==> config.mk <==
export PLATFORM = sky130hd
export DESIGN_NAME = acr_regbank
export DESIGN_NICKNAME = d
export VERILOG_FILES = /design/src/design/acr_chan_seq.v /design/src/design/acr_regbank.v /design/src/design/acr_spi_link.v
export VERILOG_INCLUDE_DIRS = /design/src /design/src/pkg
export SDC_FILE = /design/constraint.sdc
export NUM_CORES = 1
export LEC_CHECK = 0
export ABC_AREA = 1
export BUFFER_PORTS_ARGS = -buffer_cell sky130_fd_sc_hd__clkbuf_2
export CORE_MARGIN = 2
export CORE_UTILIZATION = 46
export CTS_CLUSTER_DIAMETER = 120
export CTS_CLUSTER_SIZE = 30
export DETAILED_ROUTE_END_ITERATION = 10
export PLACE_DENSITY = 0.73
export SYNTH_ARGS = -nofsm -noshare
export SYNTH_HDL_FRONTEND = slang
export SYNTH_SLANG_ARGS = --single-unit
==> constraint.sdc <==
create_clock -name i_clk -period 18 [get_ports i_clk]
set_clock_uncertainty 0.2 [all_clocks]
set_input_delay 0 -clock i_clk [delete_from_list [all_inputs] [get_ports i_clk]]
set_output_delay 0 -clock i_clk [all_outputs]
set_load 0.01 [all_outputs]
==> src/pkg/acr_regs.vh <==
// Register map, field positions, reset values and counts for the converter setup bank.
// Assumes inclusion by the design and bench files; holds definitions alone.
`ifndef ACR_REGS_VH
`define ACR_REGS_VH

// ****************************************
// Register offsets
// ****************************************
`define ACR_ADDR_CMD 6'h00
`define ACR_ADDR_CONV_MODE 6'h01
`define ACR_ADDR_IF_MODE 6'h02
`define ACR_ADDR_PART_CODE 6'h07
`define ACR_ADDR_CH0 6'h10
`define ACR_ADDR_SETUP0 6'h20
`define ACR_ADDR_FILT0 6'h28
`define ACR_ADDR_ZTRIM0 6'h30
`define ACR_ADDR_STRIM0 6'h38
// Groups of four: address bits 5:2
`define ACR_GRP_CH 4'h4
`define ACR_GRP_SETUP 4'h8
`define ACR_GRP_FILT 4'hA
`define ACR_GRP_ZTRIM 4'hC
`define ACR_GRP_STRIM 4'hE

// ****************************************
// Command byte fields
// ****************************************
`define ACR_CMD_WEN_BIT 7
`define ACR_CMD_RD_BIT 6
`define ACR_CMD_ADDR_MSB 5

// ****************************************
// Writable bit masks
// ****************************************
`define ACR_MASK_CH 16'hB3FF
`define ACR_MASK_SETUP 16'h1FB0
`define ACR_MASK_FILT 16'h8F7F
`define ACR_MASK_CONV_MODE 16'hE77C
`define ACR_MASK_IF_MODE 16'h19ED

// ****************************************
// Field positions
// ****************************************
`define ACR_CH_ON_BIT 15
`define ACR_CH_SETUP_LSB 12
`define ACR_CH_PLUS_LSB 5
`define ACR_SU_POLARITY_BIT 12
`define ACR_SU_BUF_LSB 8
`define ACR_SU_OPEN_BIT 7
`define ACR_SU_VREF_LSB 4
`define ACR_CM_VREF_EN_BIT 15
`define ACR_CM_MODE_LSB 4
`define ACR_CM_CLKSRC_LSB 2

// ****************************************
// Reset values
// ****************************************
`define ACR_RST_CH0 16'h8001
`define ACR_RST_CHN 16'h0001
`define ACR_RST_SETUP 16'h1000
`define ACR_RST_FILT 16'h0500
`define ACR_RST_CONV_MODE 16'h0000
`define ACR_RST_IF_MODE 16'h0000
`define ACR_RST_ZTRIM 24'h800000
`define ACR_RST_STRIM 24'h555550
`define ACR_PART_CODE 16'h0AB0 // Arbitrary part code

// ****************************************
// Counts
// ****************************************
`define ACR_CMD_BITS 5'd8
`define ACR_RESET_ONES 7'd64

`endif

==> src/design/acr_chan_seq.v <==
// Channel sequencer: steps through enabled channels in ascending order.
// Assumes i_advance is a one-cycle pulse from the converter core.
`timescale 1ns/10ps
module acr_chan_seq (
   input wire i_clk,
   input wire i_rst,
   input wire [3:0] i_enabled,
   input wire i_advance,
   output reg [1:0] o_chan,
   output wire o_valid
);
   reg [1:0] next_chan;
   reg found;
   integer k;
   // Next enabled channel above current, else wrap to lowest
   always @* begin
      next_chan = o_chan;
      found = 1'b0;
      for (k = 3; k >= 0; k = k - 1) begin
         if (i_enabled[k] && (k > o_chan)) begin
            next_chan = k[1:0];
            found = 1'b1;
         end
      end
      if (!found) begin
         for (k = 3; k >= 0; k = k - 1) begin
            if (i_enabled[k]) begin
               next_chan = k[1:0];
            end
         end
      end
   end
   assign o_valid = |i_enabled;
   always @(posedge i_clk or posedge i_rst) begin
      if (i_rst) begin
         o_chan <= 2'h0;
      end else if (i_advance || !i_enabled[o_chan]) begin
         o_chan <= next_chan;
      end
   end
endmodule // acr_chan_seq

==> src/design/acr_regbank.v <==
// Configuration register bank of a multiplexed converter, reached over the serial link.
// Assumes a serial host, a converter core pulsing i_conv_done and supplying calibration.
//
// Notes on behaviour
// - Each channel register picks positive and negative input with five-bit pin codes.
// - Channel register holds enable in its top bit and a setup pick.
// - Enabled channels convert in ascending order, then wrap to the lowest.
// - Disabled channels are skipped by the sequencer.
// - Four setups, each with config, filter, gain and offset registers.
// - Any channel may use any setup; setups may be shared.
// - Bipolar setting: negative inputs allowed, offset binary coding.
// - Unipolar setting: positive inputs only, straight binary coding.
// - Reference source: internal, external pins, or analog supply.
// - Setup register enables input and reference buffers.
// - Filter register picks filter type, order and output rate.
// - Gain registers are 24-bit read/write with a factory value.
// - Gain replaced by full-scale calibration or host write.
// - Offset registers are 24-bit read/write, reset 0x800000.
// - Offset replaced by zero-scale calibration or host write.
// - Mode register: conversion mode, clock source, reference enable.
// - Interface mode: word length, checksum, status append, continuous read.
// - Reset: channel zero on, inputs zero and one, setup zero.
// - Every access starts with a command write, then returns to it.
// - Command low six bits address the register; one bit picks read.
`timescale 1ns/10ps
`include "acr_regs.vh"
module acr_regbank (
   input wire i_clk,
   input wire i_rst,
   input wire i_sclk,
   input wire i_cs_n,
   input wire i_din,
   output reg o_dout,
   output reg o_dout_oe,
   input wire i_cal_valid,
   input wire i_cal_full,
   input wire [1:0] i_cal_setup,
   input wire [23:0] i_cal_coef,
   input wire i_conv_done,
   output wire [1:0] o_chan,
   output wire o_seq_valid,
   output reg [4:0] o_plus_pin,
   output reg [4:0] o_minus_pin,
   output reg [1:0] o_setup,
   output reg o_bipolar,
   output reg [1:0] o_vref_source,
   output reg [3:0] o_buffers,
   output reg o_open_detect,
   output reg [15:0] o_filter_cfg,
   output reg [23:0] o_zero_trim,
   output reg [23:0] o_scale_trim,
   output reg [2:0] o_conv_mode,
   output reg [1:0] o_core_clock_source,
   output reg o_vref_enable,
   output reg [15:0] o_if_mode
);
   // ****************************************
   // States and local signals
   // ****************************************
   localparam ST_CMD = 1'b0;
   localparam ST_DATA = 1'b1;

   reg state_reg;
   reg [4:0] bit_cnt_reg;
   reg [4:0] len_reg;
   reg rd_reg;
   reg [5:0] addr_reg;
   reg [23:0] in_sh_reg;
   reg [23:0] out_sh_reg;
   reg [6:0] ones_cnt_reg;
   reg soft_rst;

   reg [15:0] ch_reg [0:3];
   reg [15:0] setup_reg [0:3];
   reg [15:0] filt_reg [0:3];
   reg [23:0] ztrim_reg [0:3];
   reg [23:0] strim_reg [0:3];
   reg [15:0] conv_mode_reg;
   reg [15:0] if_mode_reg;

   wire rise;
   wire fall;
   wire din;
   wire sel;
   wire [7:0] cmd_byte;
   wire cmd_done;
   wire data_done;
   wire wr_commit;
   reg [4:0] cmd_len;
   reg [23:0] rd_value;
   reg [23:0] rd_aligned;

   // ****************************************
   // Link front end
   // ****************************************
   acr_spi_link u_link (
      .i_clk(i_clk),
      .i_rst(i_rst),
      .i_sclk(i_sclk),
      .i_cs_n(i_cs_n),
      .i_din(i_din),
      .o_rise(rise),
      .o_fall(fall),
      .o_din(din),
      .o_sel(sel)
   );

   // ****************************************
   // Command decode
   // ****************************************
   assign cmd_byte = {in_sh_reg[6:0], din};
   assign cmd_done = sel && rise && (state_reg == ST_CMD) &&
                     (bit_cnt_reg == `ACR_CMD_BITS - 5'd1);
   assign data_done = sel && rise && (state_reg == ST_DATA) &&
                      (bit_cnt_reg == len_reg - 5'd1);
   assign wr_commit = data_done && !rd_reg;

   // Data length from address group
   always @* begin
      case (cmd_byte[5:2])
         `ACR_GRP_ZTRIM: cmd_len = 5'd24;
         `ACR_GRP_STRIM: cmd_len = 5'd24;
         `ACR_GRP_CH: cmd_len = 5'd16;
         `ACR_GRP_SETUP: cmd_len = 5'd16;
         `ACR_GRP_FILT: cmd_len = 5'd16;
         default: begin
            if (cmd_byte[5:0] == `ACR_ADDR_CONV_MODE ||
                cmd_byte[5:0] == `ACR_ADDR_IF_MODE ||
                cmd_byte[5:0] == `ACR_ADDR_PART_CODE) begin
               cmd_len = 5'd16;
            end else begin
               cmd_len = 5'd8;
            end
         end
      endcase
   end

   // ****************************************
   // Read multiplexer
   // ****************************************
   // reserved read zero
   always @* begin
      case (cmd_byte[5:2])
         `ACR_GRP_CH: rd_value = {8'h00, ch_reg[cmd_byte[1:0]]};
         `ACR_GRP_SETUP: rd_value = {8'h00, setup_reg[cmd_byte[1:0]]};
         `ACR_GRP_FILT: rd_value = {8'h00, filt_reg[cmd_byte[1:0]]};
         `ACR_GRP_ZTRIM: rd_value = ztrim_reg[cmd_byte[1:0]];
         `ACR_GRP_STRIM: rd_value = strim_reg[cmd_byte[1:0]];
         default: begin
            case (cmd_byte[5:0])
               `ACR_ADDR_CONV_MODE: rd_value = {8'h00, conv_mode_reg};
               `ACR_ADDR_IF_MODE: rd_value = {8'h00, if_mode_reg};
               `ACR_ADDR_PART_CODE: rd_value = {8'h00, `ACR_PART_CODE};
               default: rd_value = 24'h000000;
            endcase
         end
      endcase
      // Left-justify so the first bit out is the MSB
      if (cmd_len == 5'd24) begin
         rd_aligned = rd_value;
      end else if (cmd_len == 5'd16) begin
         rd_aligned = {rd_value[15:0], 8'h00};
      end else begin
         rd_aligned = {rd_value[7:0], 16'h0000};
      end
   end

   // ****************************************
   // Serial transaction engine
   // ****************************************
   always @(posedge i_clk or posedge i_rst) begin
      if (i_rst) begin
         state_reg <= ST_CMD;
         bit_cnt_reg <= 5'd0;
         len_reg <= 5'd8;
         rd_reg <= 1'b0;
         addr_reg <= 6'h00;
         in_sh_reg <= 24'h000000;
         out_sh_reg <= 24'h000000;
         o_dout <= 1'b1;
         o_dout_oe <= 1'b0;
      end else if (!sel || soft_rst) begin
         state_reg <= ST_CMD;
         bit_cnt_reg <= 5'd0;
         rd_reg <= 1'b0;
         o_dout <= 1'b1;
         o_dout_oe <= sel;
      end else begin
         o_dout_oe <= 1'b1;
         if (rise) begin
            in_sh_reg <= {in_sh_reg[22:0], din};
            case (state_reg)
               ST_CMD: begin
                  if (cmd_done) begin
                     bit_cnt_reg <= 5'd0;
                     addr_reg <= cmd_byte[`ACR_CMD_ADDR_MSB:0];
                     rd_reg <= cmd_byte[`ACR_CMD_RD_BIT];
                     len_reg <= cmd_len;
                     out_sh_reg <= rd_aligned;
                     // Command with write-enable bit set is discarded
                     if (!cmd_byte[`ACR_CMD_WEN_BIT]) begin
                        state_reg <= ST_DATA;
                     end
                  end else begin
                     bit_cnt_reg <= bit_cnt_reg + 5'd1;
                  end
               end
               ST_DATA: begin
                  if (data_done) begin
                     state_reg <= ST_CMD;
                     bit_cnt_reg <= 5'd0;
                     rd_reg <= 1'b0;
                  end else begin
                     bit_cnt_reg <= bit_cnt_reg + 5'd1;
                  end
               end
               default: begin
                  state_reg <= ST_CMD;
               end
            endcase
         end
         // Drive edge shifts read data out
         if (fall) begin
            if (state_reg == ST_DATA && rd_reg) begin
               o_dout <= out_sh_reg[23];
               out_sh_reg <= {out_sh_reg[22:0], 1'b0};
            end else begin
               o_dout <= 1'b1;
            end
         end
      end
   end

   // ****************************************
   // Serial reset on long run of ones
   // ****************************************
   always @(posedge i_clk or posedge i_rst) begin
      if (i_rst) begin
         ones_cnt_reg <= 7'd0;
         soft_rst <= 1'b0;
      end else begin
         soft_rst <= 1'b0;
         if (sel && rise) begin
            if (!din) begin
               ones_cnt_reg <= 7'd0;
            end else if (ones_cnt_reg == `ACR_RESET_ONES - 7'd1) begin
               ones_cnt_reg <= 7'd0;
               soft_rst <= 1'b1;
            end else begin
               ones_cnt_reg <= ones_cnt_reg + 7'd1;
            end
         end
      end
   end

   // ****************************************
   // Global mode registers
   // ****************************************
   always @(posedge i_clk or posedge i_rst) begin
      if (i_rst) begin
         conv_mode_reg <= `ACR_RST_CONV_MODE;
         if_mode_reg <= `ACR_RST_IF_MODE;
      end else if (soft_rst) begin
         conv_mode_reg <= `ACR_RST_CONV_MODE;
         if_mode_reg <= `ACR_RST_IF_MODE;
      end else if (wr_commit) begin
         if (addr_reg == `ACR_ADDR_CONV_MODE) begin
            conv_mode_reg <= {in_sh_reg[14:0], din} & `ACR_MASK_CONV_MODE;
         end
         if (addr_reg == `ACR_ADDR_IF_MODE) begin
            if_mode_reg <= {in_sh_reg[14:0], din} & `ACR_MASK_IF_MODE;
         end
      end
   end

   // ****************************************
   // Per-setup and per-channel registers
   // ****************************************
   genvar g;
   generate
      for (g = 0; g < 4; g = g + 1) begin : g_entry
         wire hit_ch = (addr_reg[5:2] == `ACR_GRP_CH) && (addr_reg[1:0] == g);
         wire hit_su = (addr_reg[5:2] == `ACR_GRP_SETUP) && (addr_reg[1:0] == g);
         wire hit_fi = (addr_reg[5:2] == `ACR_GRP_FILT) && (addr_reg[1:0] == g);
         wire hit_zt = (addr_reg[5:2] == `ACR_GRP_ZTRIM) && (addr_reg[1:0] == g);
         wire hit_st = (addr_reg[5:2] == `ACR_GRP_STRIM) && (addr_reg[1:0] == g);
         wire cal_hit = i_cal_valid && (i_cal_setup == g);
         wire [23:0] wdata = {in_sh_reg[22:0], din};
         always @(posedge i_clk or posedge i_rst) begin
            if (i_rst) begin
               ch_reg[g] <= (g == 0) ? `ACR_RST_CH0 : `ACR_RST_CHN;
               setup_reg[g] <= `ACR_RST_SETUP;
               filt_reg[g] <= `ACR_RST_FILT;
               ztrim_reg[g] <= `ACR_RST_ZTRIM;
               strim_reg[g] <= `ACR_RST_STRIM;
            end else if (soft_rst) begin
               ch_reg[g] <= (g == 0) ? `ACR_RST_CH0 : `ACR_RST_CHN;
               setup_reg[g] <= `ACR_RST_SETUP;
               filt_reg[g] <= `ACR_RST_FILT;
               ztrim_reg[g] <= `ACR_RST_ZTRIM;
               strim_reg[g] <= `ACR_RST_STRIM;
            end else begin
               if (wr_commit && hit_ch) begin
                  ch_reg[g] <= wdata[15:0] & `ACR_MASK_CH;
               end
               if (wr_commit && hit_su) begin
                  setup_reg[g] <= wdata[15:0] & `ACR_MASK_SETUP;
               end
               if (wr_commit && hit_fi) begin
                  filt_reg[g] <= wdata[15:0] & `ACR_MASK_FILT;
               end
               if (wr_commit && hit_zt) begin
                  ztrim_reg[g] <= wdata;
               end else if (cal_hit && !i_cal_full) begin
                  ztrim_reg[g] <= i_cal_coef;
               end
               if (wr_commit && hit_st) begin
                  strim_reg[g] <= wdata;
               end else if (cal_hit && i_cal_full) begin
                  strim_reg[g] <= i_cal_coef;
               end
            end
         end
      end
   endgenerate

   // ****************************************
   // Channel sequencer
   // ****************************************
   wire [3:0] chan_on = {ch_reg[3][`ACR_CH_ON_BIT], ch_reg[2][`ACR_CH_ON_BIT],
                         ch_reg[1][`ACR_CH_ON_BIT], ch_reg[0][`ACR_CH_ON_BIT]};

   acr_chan_seq u_seq (
      .i_clk(i_clk),
      .i_rst(i_rst),
      .i_enabled(chan_on),
      .i_advance(i_conv_done),
      .o_chan(o_chan),
      .o_valid(o_seq_valid)
   );

   // ****************************************
   // Active configuration outputs
   // ****************************************
   wire [15:0] act_ch = ch_reg[o_chan];
   wire [1:0] act_su = act_ch[`ACR_CH_SETUP_LSB+1:`ACR_CH_SETUP_LSB];
   wire [15:0] act_cfg = setup_reg[act_su];

   always @(posedge i_clk or posedge i_rst) begin
      if (i_rst) begin
         o_plus_pin <= 5'h00;
         o_minus_pin <= 5'h01;
         o_setup <= 2'h0;
         o_bipolar <= 1'b1;
         o_vref_source <= 2'h0;
         o_buffers <= 4'h0;
         o_open_detect <= 1'b0;
         o_filter_cfg <= `ACR_RST_FILT;
         o_zero_trim <= `ACR_RST_ZTRIM;
         o_scale_trim <= `ACR_RST_STRIM;
         o_conv_mode <= 3'h0;
         o_core_clock_source <= 2'h0;
         o_vref_enable <= 1'b0;
         o_if_mode <= `ACR_RST_IF_MODE;
      end else begin
         o_plus_pin <= act_ch[`ACR_CH_PLUS_LSB+4:`ACR_CH_PLUS_LSB];
         o_minus_pin <= act_ch[4:0];
         o_setup <= act_su;
         o_bipolar <= act_cfg[`ACR_SU_POLARITY_BIT];
         o_vref_source <= act_cfg[`ACR_SU_VREF_LSB+1:`ACR_SU_VREF_LSB];
         o_buffers <= act_cfg[`ACR_SU_BUF_LSB+3:`ACR_SU_BUF_LSB];
         o_open_detect <= act_cfg[`ACR_SU_OPEN_BIT];
         o_filter_cfg <= filt_reg[act_su];
         o_zero_trim <= ztrim_reg[act_su];
         o_scale_trim <= strim_reg[act_su];
         o_conv_mode <= conv_mode_reg[`ACR_CM_MODE_LSB+2:`ACR_CM_MODE_LSB];
         o_core_clock_source <= conv_mode_reg[`ACR_CM_CLKSRC_LSB+1:`ACR_CM_CLKSRC_LSB];
         o_vref_enable <= conv_mode_reg[`ACR_CM_VREF_EN_BIT];
         o_if_mode <= if_mode_reg;
      end
   end
endmodule // acr_regbank

==> src/design/acr_spi_link.v <==
// Serial link front end: synchronises the link pins and finds clock edges.
// Assumes the serial clock is far slower than i_clk and idles high.
`timescale 1ns/10ps
module acr_spi_link (
   input wire i_clk,
   input wire i_rst,
   input wire i_sclk,
   input wire i_cs_n,
   input wire i_din,
   output reg o_rise,
   output reg o_fall,
   output wire o_din,
   output wire o_sel
);
   // ****************************************
   // Two-stage synchronisers
   // ****************************************
   reg [2:0] s1_reg;
   reg [2:0] s2_reg;
   reg sclk_old_reg;
   always @(posedge i_clk or posedge i_rst) begin
      if (i_rst) begin
         s1_reg <= 3'h7;
         s2_reg <= 3'h7;
         sclk_old_reg <= 1'b1;
         o_rise <= 1'b0;
         o_fall <= 1'b0;
      end else begin
         s1_reg <= {i_sclk, i_cs_n, i_din};
         s2_reg <= s1_reg;
         sclk_old_reg <= s2_reg[2];
         o_rise <= s2_reg[2] & ~sclk_old_reg;
         o_fall <= ~s2_reg[2] & sclk_old_reg;
      end
   end
   assign o_din = s2_reg[0];
   assign o_sel = ~s2_reg[1];
endmodule // acr_spi_link

Word level (Yosys, flattened, before mapping)

Cells that the tools add are included.

Register bits after elaboration: 608
Output and inout bits: 111
Word-level logic and storage cells: 338

Add/subtract/negate cells: 3
Magnitude comparators: 7
Equality and inequality tests: 28
Mux-type cells: 133
Bitwise logic cells: 10
Reductions and logical operators: 104

Operators with widths:

| kind                                                      | count |
|---|---|
| two-way mux 24 bit                                        | 39 |
| two-way mux 16 bit                                        | 38 |
| binary-select mux 16 bit (select 2 bit)                   | 6 |
| binary-select mux 24 bit (select 2 bit)                   | 4 |
| one-hot mux 24 bit (5 select lines)                       | 1 |
| logical AND 1 bit                                         | 62 |
| one-hot mux 16 bit (3 select lines)                       | 1 |
| nonzero test 2 bit                                        | 17 |
| equality test 4 bit (second input constant)               | 8 |
| two-way mux 14 bit                                        | 2 |
| two-way mux 13 bit                                        | 2 |
| two-way mux 5 bit                                         | 5 |
| nonzero test 3 bit                                        | 8 |
| two-way mux 1 bit                                         | 20 |
| one-hot mux 5 bit (2 select lines)                        | 2 |
| two-way mux 2 bit                                         | 8 |
| two-way mux 7 bit                                         | 2 |
| equality test 6 x 1 -> 1 bit (second input constant)      | 2 |
| equality test 6 x 2 -> 1 bit (second input constant)      | 2 |
| equality test 5 bit (second input constant)               | 2 |
| greater-or-equal comparator 3 bit (second input constant) | 3 |
| inverter 2 -> 3 bit                                       | 3 |
| equality test 2 bit (second input constant)               | 4 |
| equality test 4 x 3 -> 1 bit (second input constant)      | 2 |
| 26 further kinds                                          | 42 |

Depth between registers and ports, before layout

Gate-level depths: netlist (run 1).

Depth after elaboration: 13
Depth in mapped cells: 17
Depth with buffers taken out: 15

Modules after synthesis

Synthesis (run 1) repeated with hierarchy kept, for this count alone.

Cells, all modules: 3,692
Area, all modules: 27,327.5 µm²

Modules (own cells, without submodules):

| module       | instances | cells each | area each (µm²) | sequential area each (µm²) |
|---|---|---|---|---|
| acr_regbank  | 1         | 3,635      | 26,827.0        | 12,884.9 |
| acr_spi_link | 1         | 15         | 256.5           | 234.0 |
| acr_chan_seq | 1         | 42         | 244.0           | 50.0 |

Least setup slack after synthesis (run 1)

Ideal clock, no wire load.

Path kind: flip-flop to flip-flop
Start: register u_link.s2_reg[0]
End: register out_sh_reg[14]
Library setup time: 0.117 ns
Arrival: 1.884 ns
Required time: 17.683 ns
Slack: 15.799 ns
Cell stages (with the launch flop): 15
Buffers on the path: 3
Cells stage by stage: dfstp_2 > buf_2 > clkbuf_1 > buf_1 > nand2_1 > nand3_1 > o221ai_1 > nand2_1 > nand2_1 > nor2_1 > nand2_1 > nand2_1 > nand2_1 > nand2_1 > nand2_1

Cells in the longest elaborated chain, start to end: 13
Elaborated cells between the ends (all ways): 34
Classes of those cells: eq/ne (5); mux (26); bitwise (1); reduce/logical (2)

Ends and longest elaborated chain:

| what                                                                                | RTL line          | text |
|---|---|---|
| start, declared                                                                     | acr_spi_link.v:19 | `reg [2:0] s2_reg;` |
| start signal, assigned                                                              | acr_spi_link.v:30 | `s2_reg <= s1_reg;` |
| equality test 6 x 1 -> 1 bit / equality test 6 x 2 -> 1 bit (equally long branches) | acr_regbank.v:150 | `case (cmd_byte[5:0])` |
| logical OR 1 bit (no source line) (2 in series)                                     | n/a               |  |
| two-way mux 5 bit                                                                   | acr_regbank.v:127 | `` if (cmd_byte[5:0] == `ACR_ADDR_CONV_MODE \|\| `` |
| one-hot mux 5 bit (2 select lines)                                                  | acr_regbank.v:120 | `case (cmd_byte[5:2])` |
| equality test 5 bit                                                                 | acr_regbank.v:161 | `end else if (cmd_len == 5'd16) begin` |
| two-way mux 24 bit                                                                  | acr_regbank.v:161 |  |
| two-way mux 24 bit (*)                                                              | acr_regbank.v:159 | `if (cmd_len == 5'd24) begin` |
| two-way mux 24 bit (*)                                                              | acr_regbank.v:194 | `if (cmd_done) begin` |
| two-way mux 24 bit (*)                                                              | acr_regbank.v:192 | `case (state_reg)` |
| two-way mux 24 bit (*)                                                              | acr_regbank.v:190 | `if (rise) begin` |
| two-way mux 24 bit                                                                  | acr_regbank.v:224 | `if (state_reg == ST_DATA && rd_reg) begin` |
| two-way mux 24 bit (*)                                                              | acr_regbank.v:223 | `if (fall) begin` |
| end signal, assigned                                                                | acr_regbank.v:199 | `out_sh_reg <= rd_aligned;` |
| end signal, assigned                                                                | acr_regbank.v:226 | `out_sh_reg <= {out_sh_reg[22:0], 1'b0};` |
| end, declared                                                                       | acr_regbank.v:69  | `reg [23:0] out_sh_reg;` |

Mark *: on every way between the ends. The rest lies on a longest branch, timed or not. The select of a mux whose other input is x is not followed.
A chain may end at the register's enable or synchronous reset.

Worst setup path in the final report (run 1)

Start: register u_link.s2_reg[0]
End: register out_sh_reg[15]

The elaborated chain is that of the path after synthesis.

==> summary.md, run 1 <==
| Metric | Value |
|---|---|
| Post-Synthesis Cells | 3697 |
| Setup violators final | 0 |
| Slew of the pin with the lowest slew margin | 1.111 ns |
| CTS tree | yes |
| Mean post-synth cell area | around 7.4 sq um |
| Outcome | complete, no violations |
| Top cell type's share of synthesized area | 0.4011 |
| Clk sinks | 522 |
| Clock tree buffer depth | 3 |
| All-Layer GR Usage | 0.3066 |
| Antenna Nets Post-Route | 0 |
| Setup_tns | 0 ns |
| Hold WC Path Type | input pin to flop |
| Flop and latch count out of synthesis | 522 |
| # rows | 89 |
| Ys async rst share | 1.000 |
| Met1 Use GR | 0.4252 |
| Iteration-0 DRC Markers | 3470 |
| Antenna fix cells | 0 |
| Ports | 145 |
| Most common cell after layout, fill and taps aside | nand2_1 |
| Wire length of the first global-routing pass | 144900 microns |
| Largest net degree at the start of global routing | 151 |
| # Post-CTS Setup Buffers | 0 |
| WL/cell | 20.98 microns |
| Layout cells sized above 1 | 0.08780 |
| Min Clock Period, post-route | 4.670 ns |
| Post-CTS Hold Fix Bufs | 40 |
| Critical Path End Type | flop |
| PortBufs | 133 |
| Pwr dens | approximately 84 nW/um^2 |
| Most frequent cells in the layout | nand2_1 (1277), o21ai_0 (463), dfrtp_1 (436) |
| Worst-skew pair later-pin latency | approximately 0.61 ns |
| Filler cells | 5847 |
| Critical path class | flop to flop |
| Design Area, Final | 29240 sq um |
| TritonRoute pass-1 iters | 6 |
| Area grow syn2layout | 7.260% |
| Vias in the first global route | 24.27k |
| CTS Buf Count | 21 |
| H-Tree Level Count | 1 |
| Worst Path Required | 18.36 ns |
| Yosys top cell by area | dfrtp_1 |
| Critical path launch point type | flop |
| Final Cycle Share | 0.2595 |
| Fmax achieved | 214.1 MHz |
| DRC viols | 0 |
| Final WL | 94110 microns |
| Full die area | 61230 sq um |
| Die width | about 250 microns |
| Initial Util | 0.4637 |
| Synthesis Warnings | 0 |
| Worst Path Arrival | 5.03 ns |
| Die Y | 247.5 microns |
| Max_cap viols | 0 |
| Vias per cell | 5.849 |
| Worst Hold Path Cells | 4 |
| Top cells by area, synth | dfrtp_1 (40%), nand2_1 (18%), o21ai_0 (8.5%), dfstp_2 (8.2%), nand3_1 (4.6%) |
| GRT met2 Usage | 0.4807 |
| Detail Placement HPWL | 59900 microns |
| Initial antenna violation count | 3 |
| Vias | roughly 26k |
| Fin. max-slew vios | 0 |
| Worst R2R Path Depth | 13 |
| Hold Vio Cnt, Final | 0 |
| Area after DPL | approximately 28000 sq um |
| Worst Path Max Fanout | 54 |
| Layer with the highest usage | met2 |
| Mapped cell area | approximately 27000 sq um |
| Post-CTS Resized | 0 |
| Sequential fraction of the synthesis area | 0.4830 |
| NumNets Final | 3734 |
| Count of flip-flops with a built-in enable after synthesis | 0 |
| Worst-path clk slew | 0.12 ns |
| Met3 GRT Util | 0.05396 |
| Post-synth cell types | 47 |
| Headroom to the max-slew limit | 0.2586 |
| Most frequently used flop master after synthesis | dfrtp_1 |
| RSZ-0062 raised after global routing | false |
| Grt ovf | 0 |
| Static Leak | between 10 and 15 nW |
| GPL Wtd Cong | 0.9760 |
| VDD IR max | 0.08313 mV |
| Clock Tree Root | clkbuf_16 |
| Core area | 58800 sq um |
cell usage after synthesis (all sizes together), types with 3 or more instances:
master,n
a22oi,14
clkbuf,159
dfstp,85
nand2,1284
o211ai,30
nand4,52
xor2,4
dfrtp,437
o221ai,18
a31oi,85
o32ai,3
buf,89
o21ai,484
a21oi,159
inv,339
nand3,257
nor2,150
clkinv,7
o22ai,17
nor3,9
area by class of cell:
cell class	instances	area [sq um]	area share
timing repair buffer	216	1401	0.04792
clock buffer	35	578.1	0.01977
tap	773	967.2	0.03307
clock inverter	3	33.78	0.001155
multi-input combinational	2591	11780	0.4028
inverter	346	1310	0.04480
sequential	522	13170	0.4505
cell families (layout without fill, tap and decap cells):
kind of cell,after synthesis,count (layout),share of synthesized area
AOI/OAI and AO/OA,816,816,0.1631
xor gates and xnor gates,5,5,0.001606
adders and majority gates,2,2,0.0009177
buffers and inverters,594,600,0.08843
DFF,522,522,0.4830
muxes,2,2,0.0007801
other,1,11,0.0001375
and+or+nand+nor,1755,1755,0.2620
worst paths after layout:
kind                            slack (ns)             start               end
worst max-delay path                 13.33  u_link.s2_reg[0]    out_sh_reg[15]
worst min-delay path                  0.02    i_cal_coef[10]     strim_reg[58]
worst max register to register       13.33  u_link.s2_reg[0]    out_sh_reg[15]
worst min register to register        0.16  u_link.s1_reg[1]  u_link.s2_reg[1]
max in group asynchronous            15.59             i_rst          soft_rst
min in group asynchronous             0.45             i_rst   o_filter_cfg[1]
worst max-delay path, stage by stage, from the launching register on:
cell	delay (ns)
dfstp_4	0.91
buf_4	0.70
nand2_1	0.38
buf_4	0.36
inv_2	0.18
buf_4	0.57
nand4_1	0.26
nand3_1	0.19
nand2_1	0.09
nor2_2	0.36
nand3_1	0.13
nand3_1	0.09
nand2_1	0.05
nand2_1	0.05
per-stage QoR:
stage	setup WS [ns]	cells	hold WS [ns]	total power [mW]	util
floorplan	3.357	3707	-0.1955	1.660	-
global placement	13.67	4408	-0.1117	1.822	0.4802
detailed placement	13.58	4408	-0.1108	1.828	0.4802
CTS	13.54	4486	0.007153	2.447	0.4974
global route	13.22	4486	0.02876	2.558	0.4974
finish	13.33	4486	0.01881	2.453	0.4974
report_power, final:
part | leakage, nW | internal (mW) | switching (mW)
sequential | 6.71 | 1.30 | 0.0700
combinational | 6.90 | 0.131 | 0.326
clock | 0.291 | 0.228 | 0.396
total | 13.9 | 1.66 | 0.792
routing by layer:
layer  up-vias  routed length (microns)  share of wire
li1      11950                        -              -
met1     12440                    37370           0.40
met2      1583                    42340           0.45
met3       264                    10500           0.11
met4         2                     3888          0.041
met5         -                       11        0.00012
No activity file was read; power rests on OpenSTA's default activity.
==> inputs of run 2 (changes only) <==
==> constraint.sdc (replaced) <==
create_clock -name i_clk -period 4.8 [get_ports i_clk]
set_clock_uncertainty 0.2 [all_clocks]
set_input_delay 0 -clock i_clk [delete_from_list [all_inputs] [get_ports i_clk]]
set_output_delay 0 -clock i_clk [all_outputs]
set_load 0.01 [all_outputs]
==> run 2 against run 1 <==
  * Register-to-register slack got worse by 12 ns
  * Total power rose to 3.8 times the previous value
  * Sequential power rose to 3.8 times the previous value
  * Maximum frequency rose by 32%
  * Cell area rose by 0.80%
  * Non-clock buffer count rose by 22
  * Critical path type unchanged
  * Largest cell class unchanged
  * Largest power group unchanged
==> summary.md, run 2 (synthesis results as in run 1) <==
| Metric | Value |
|---|---|
| Vias | 26.37k (+0.52%) |
| Initial antenna violation count | 0 (-3) |
| Area grow syn2layout | 8.113% |
| NumNets Final | 3756 (+0.59%) |
| Critical path class | flop to flop |
| GPL Wtd Cong | 0.9355 (-4.1%) |
| Area occupied by multi-input gates | 11770 sq um (-0.13%) |
| Final WL | 95250 microns (+1.2%) |
| Worst-skew pair later-pin latency | 0.61 ns (about the same) |
| CTS Buf Count | 21 (unchanged) |
| Worst setup path startpoint | u_seq.o_chan[0] |
| Hold WC Path Type | input pin to flop |
| Fin. max-slew vios | 0 (unchanged) |
| Full die area | 61230 sq um (unchanged) |
| Worst Path Required | 5.10 ns (-13.26 ns) |
| Vias per cell | 5.852 (about the same) |
| Critical path launch point type | flop |
| Vias in the first global route | 24.54k (+1.1%) |
| Worst Setup EP | o_scale_trim[2] |
| Dpl ws | 1.398 ns (-12.18 ns) |
| Worst R2R Path Depth | 8 (-5) |
| Wire length of the first global-routing pass | 146000 microns (+0.78%) |
| Worst Path Max Fanout | 39 (-28%) |
| Layout cells sized above 1 | 0.09239 (+0.004595) |
| Die width | 247.5 microns (unchanged) |
| Post-CTS Hold Fix Bufs | 39 (-2.5%) |
| TritonRoute pass-1 iters | 8 (+2) |
| Max_cap viols | 0 (unchanged) |
| Worst Path Arrival | 3.85 ns (-1.18 ns) |
| Hold Vio Cnt, Final | 0 (unchanged) |
| Grt ovf | 0 (unchanged) |
| WL/cell | 21.13 microns (+0.74%) |
| # rows | 89 (unchanged) |
| Iteration-0 DRC Markers | 3971 (+14%) |
| H-Tree Level Count | 1 (unchanged) |
| Worst-path clk slew | 0.13 ns (about the same) |
| Antenna Nets Post-Route | 0 (unchanged) |
| Pwr dens | 313.2 nW/um^2 (+270%) |
| Most frequent cells in the layout | nand2_1 (1277), o21ai_0 (463), dfrtp_1 (436) |
| Design Area, Final | 29480 sq um (+0.80%) |
| Critical Path End Type | flop |
| Filler cells | 5780 (-1.1%) |
| Reg2reg end | o_scale_trim[2] |
| R2R setup slack | 1.25 ns (-12.07 ns) |
| Post-CTS Resized | 0 (unchanged) |
| PortBufs | 133 (unchanged) |
| Largest net degree at the start of global routing | 145 (-4.0%) |
| Core area | 58800 sq um (unchanged) |
| Detail Placement HPWL | 61650 microns (+2.9%) |
| Most common cell after layout, fill and taps aside | nand2_1 |
| Worst Slack Setup Final | 1.255 ns (-12.07 ns) |
| DRC viols | 0 (unchanged) |
| CTS tree | yes |
| Clock Tree Root | clkbuf_16 |
| Die Y | 247.5 microns (unchanged) |
| Headroom to the max-slew limit | 0.2347 (-0.02392) |
| VDD IR max | 0.2779 mV (+230%) |
| Min Clock Period, post-route | 3.545 ns (-1.125 ns) |
| Setup_tns | 0 ns (unchanged) |
| Static Leak | 14.03 nW (+0.84%) |
| RSZ-0062 raised after global routing | false |
| Outcome | complete, no violations |
| FF+latch area | 13170 sq um (unchanged) |
| Area after DPL | 28480 sq um (+0.90%) |
| Clock tree buffer depth | 3 (unchanged) |
| # Post-CTS Setup Buffers | 0 (unchanged) |
| Fmax achieved | 282.1 MHz (+32%) |
| Worst Hold Path Cells | 4 (unchanged) |
| Worst flop-to-flop path startpoint | u_seq.o_chan[0] |
| Clk sinks | 522 (unchanged) |
| All-Layer GR Usage | 0.3095 (+0.002905) |
| Ports | 145 (unchanged) |
| Setup violators final | 0 (unchanged) |
| Slew of the pin with the lowest slew margin | 1.148 ns (+0.03707 ns) |
| Initial Util | 0.4637 (unchanged) |
| Antenna fix cells | 0 (unchanged) |
| Final Cycle Share | 0.7386 (+0.4791) |
run 2: cell types whose count changed in the layout (fill, tap and decap cells not counted), sizes merged:
| cell | previous run | this run |
|---|---|---|
| dlygate4sd3 | 40 | 39 |
| inv | 338 | 336 |
| clkinvlp | 0 | 2 |
| buf | 43 | 66 |
| clkinv | 11 | 10 |
run 2: cell type report:
class,instances,share of cell area
timing repair buffer,238,0.05645
clock buffer,35,0.01961
tap,773,0.03281
multi-input combinational,2591,0.3991
inverter,346,0.04427
sequential,522,0.4469
clock inverter,2,0.0008065
run 2: per-layer routing:
metal / up-vias / part of all wire / global-route usage
met4: 0 / 0.050 / 0.1425
met3: 276 / 0.11 / 0.06877
li1: 11990 / - / -
met1: 12530 / 0.40 / 0.4257
met2: 1577 / 0.44 / 0.4665
met5: - / 0 / 0
run 2: worst min path at each step:
stage                              start               end  slack (ns)
after floorplan                    i_din  u_link.s1_reg[0]       -0.20
after global routing      i_cal_coef[12]     strim_reg[60]        0.06
final                     i_cal_coef[12]     strim_reg[36]        0.04
after global placement            i_cs_n  u_link.s1_reg[1]       -0.11
after CTS                 i_cal_coef[12]     strim_reg[60]        0.04
after detailed placement          i_sclk  u_link.s1_reg[2]       -0.11
run 2: power by group:
group	switching, mW	total, mW	internal (mW)	leakage [nW]
Combinational	1.21	1.71	0.509	7.03
Clock	1.48	2.33	0.851	0.282
Sequential	0.305	5.19	4.88	6.71
run 2: per-stage QoR:
stage	util	cells	hold WS, ns	power (mW)
floorplan	-	3707	-0.1955	6.229
global placement	0.4845	4431	-0.1100	6.876
detailed placement	0.4845	4431	-0.1090	6.898
CTS	0.5013	4507	0.04358	9.199
global route	0.5013	4507	0.06398	9.599
finish	0.5013	4507	0.04461	9.233
run 2: worst max-delay path: stages, from the launching register on:
cell and delay, ns:
dfrtp_1 0.43, inv_1 0.47, nand2_1 0.44, o221ai_4 0.28, clkinv_2 0.60, buf_4 0.54
o21ai_0 0.13, a21oi_1 0.06, a31oi_1 0.25
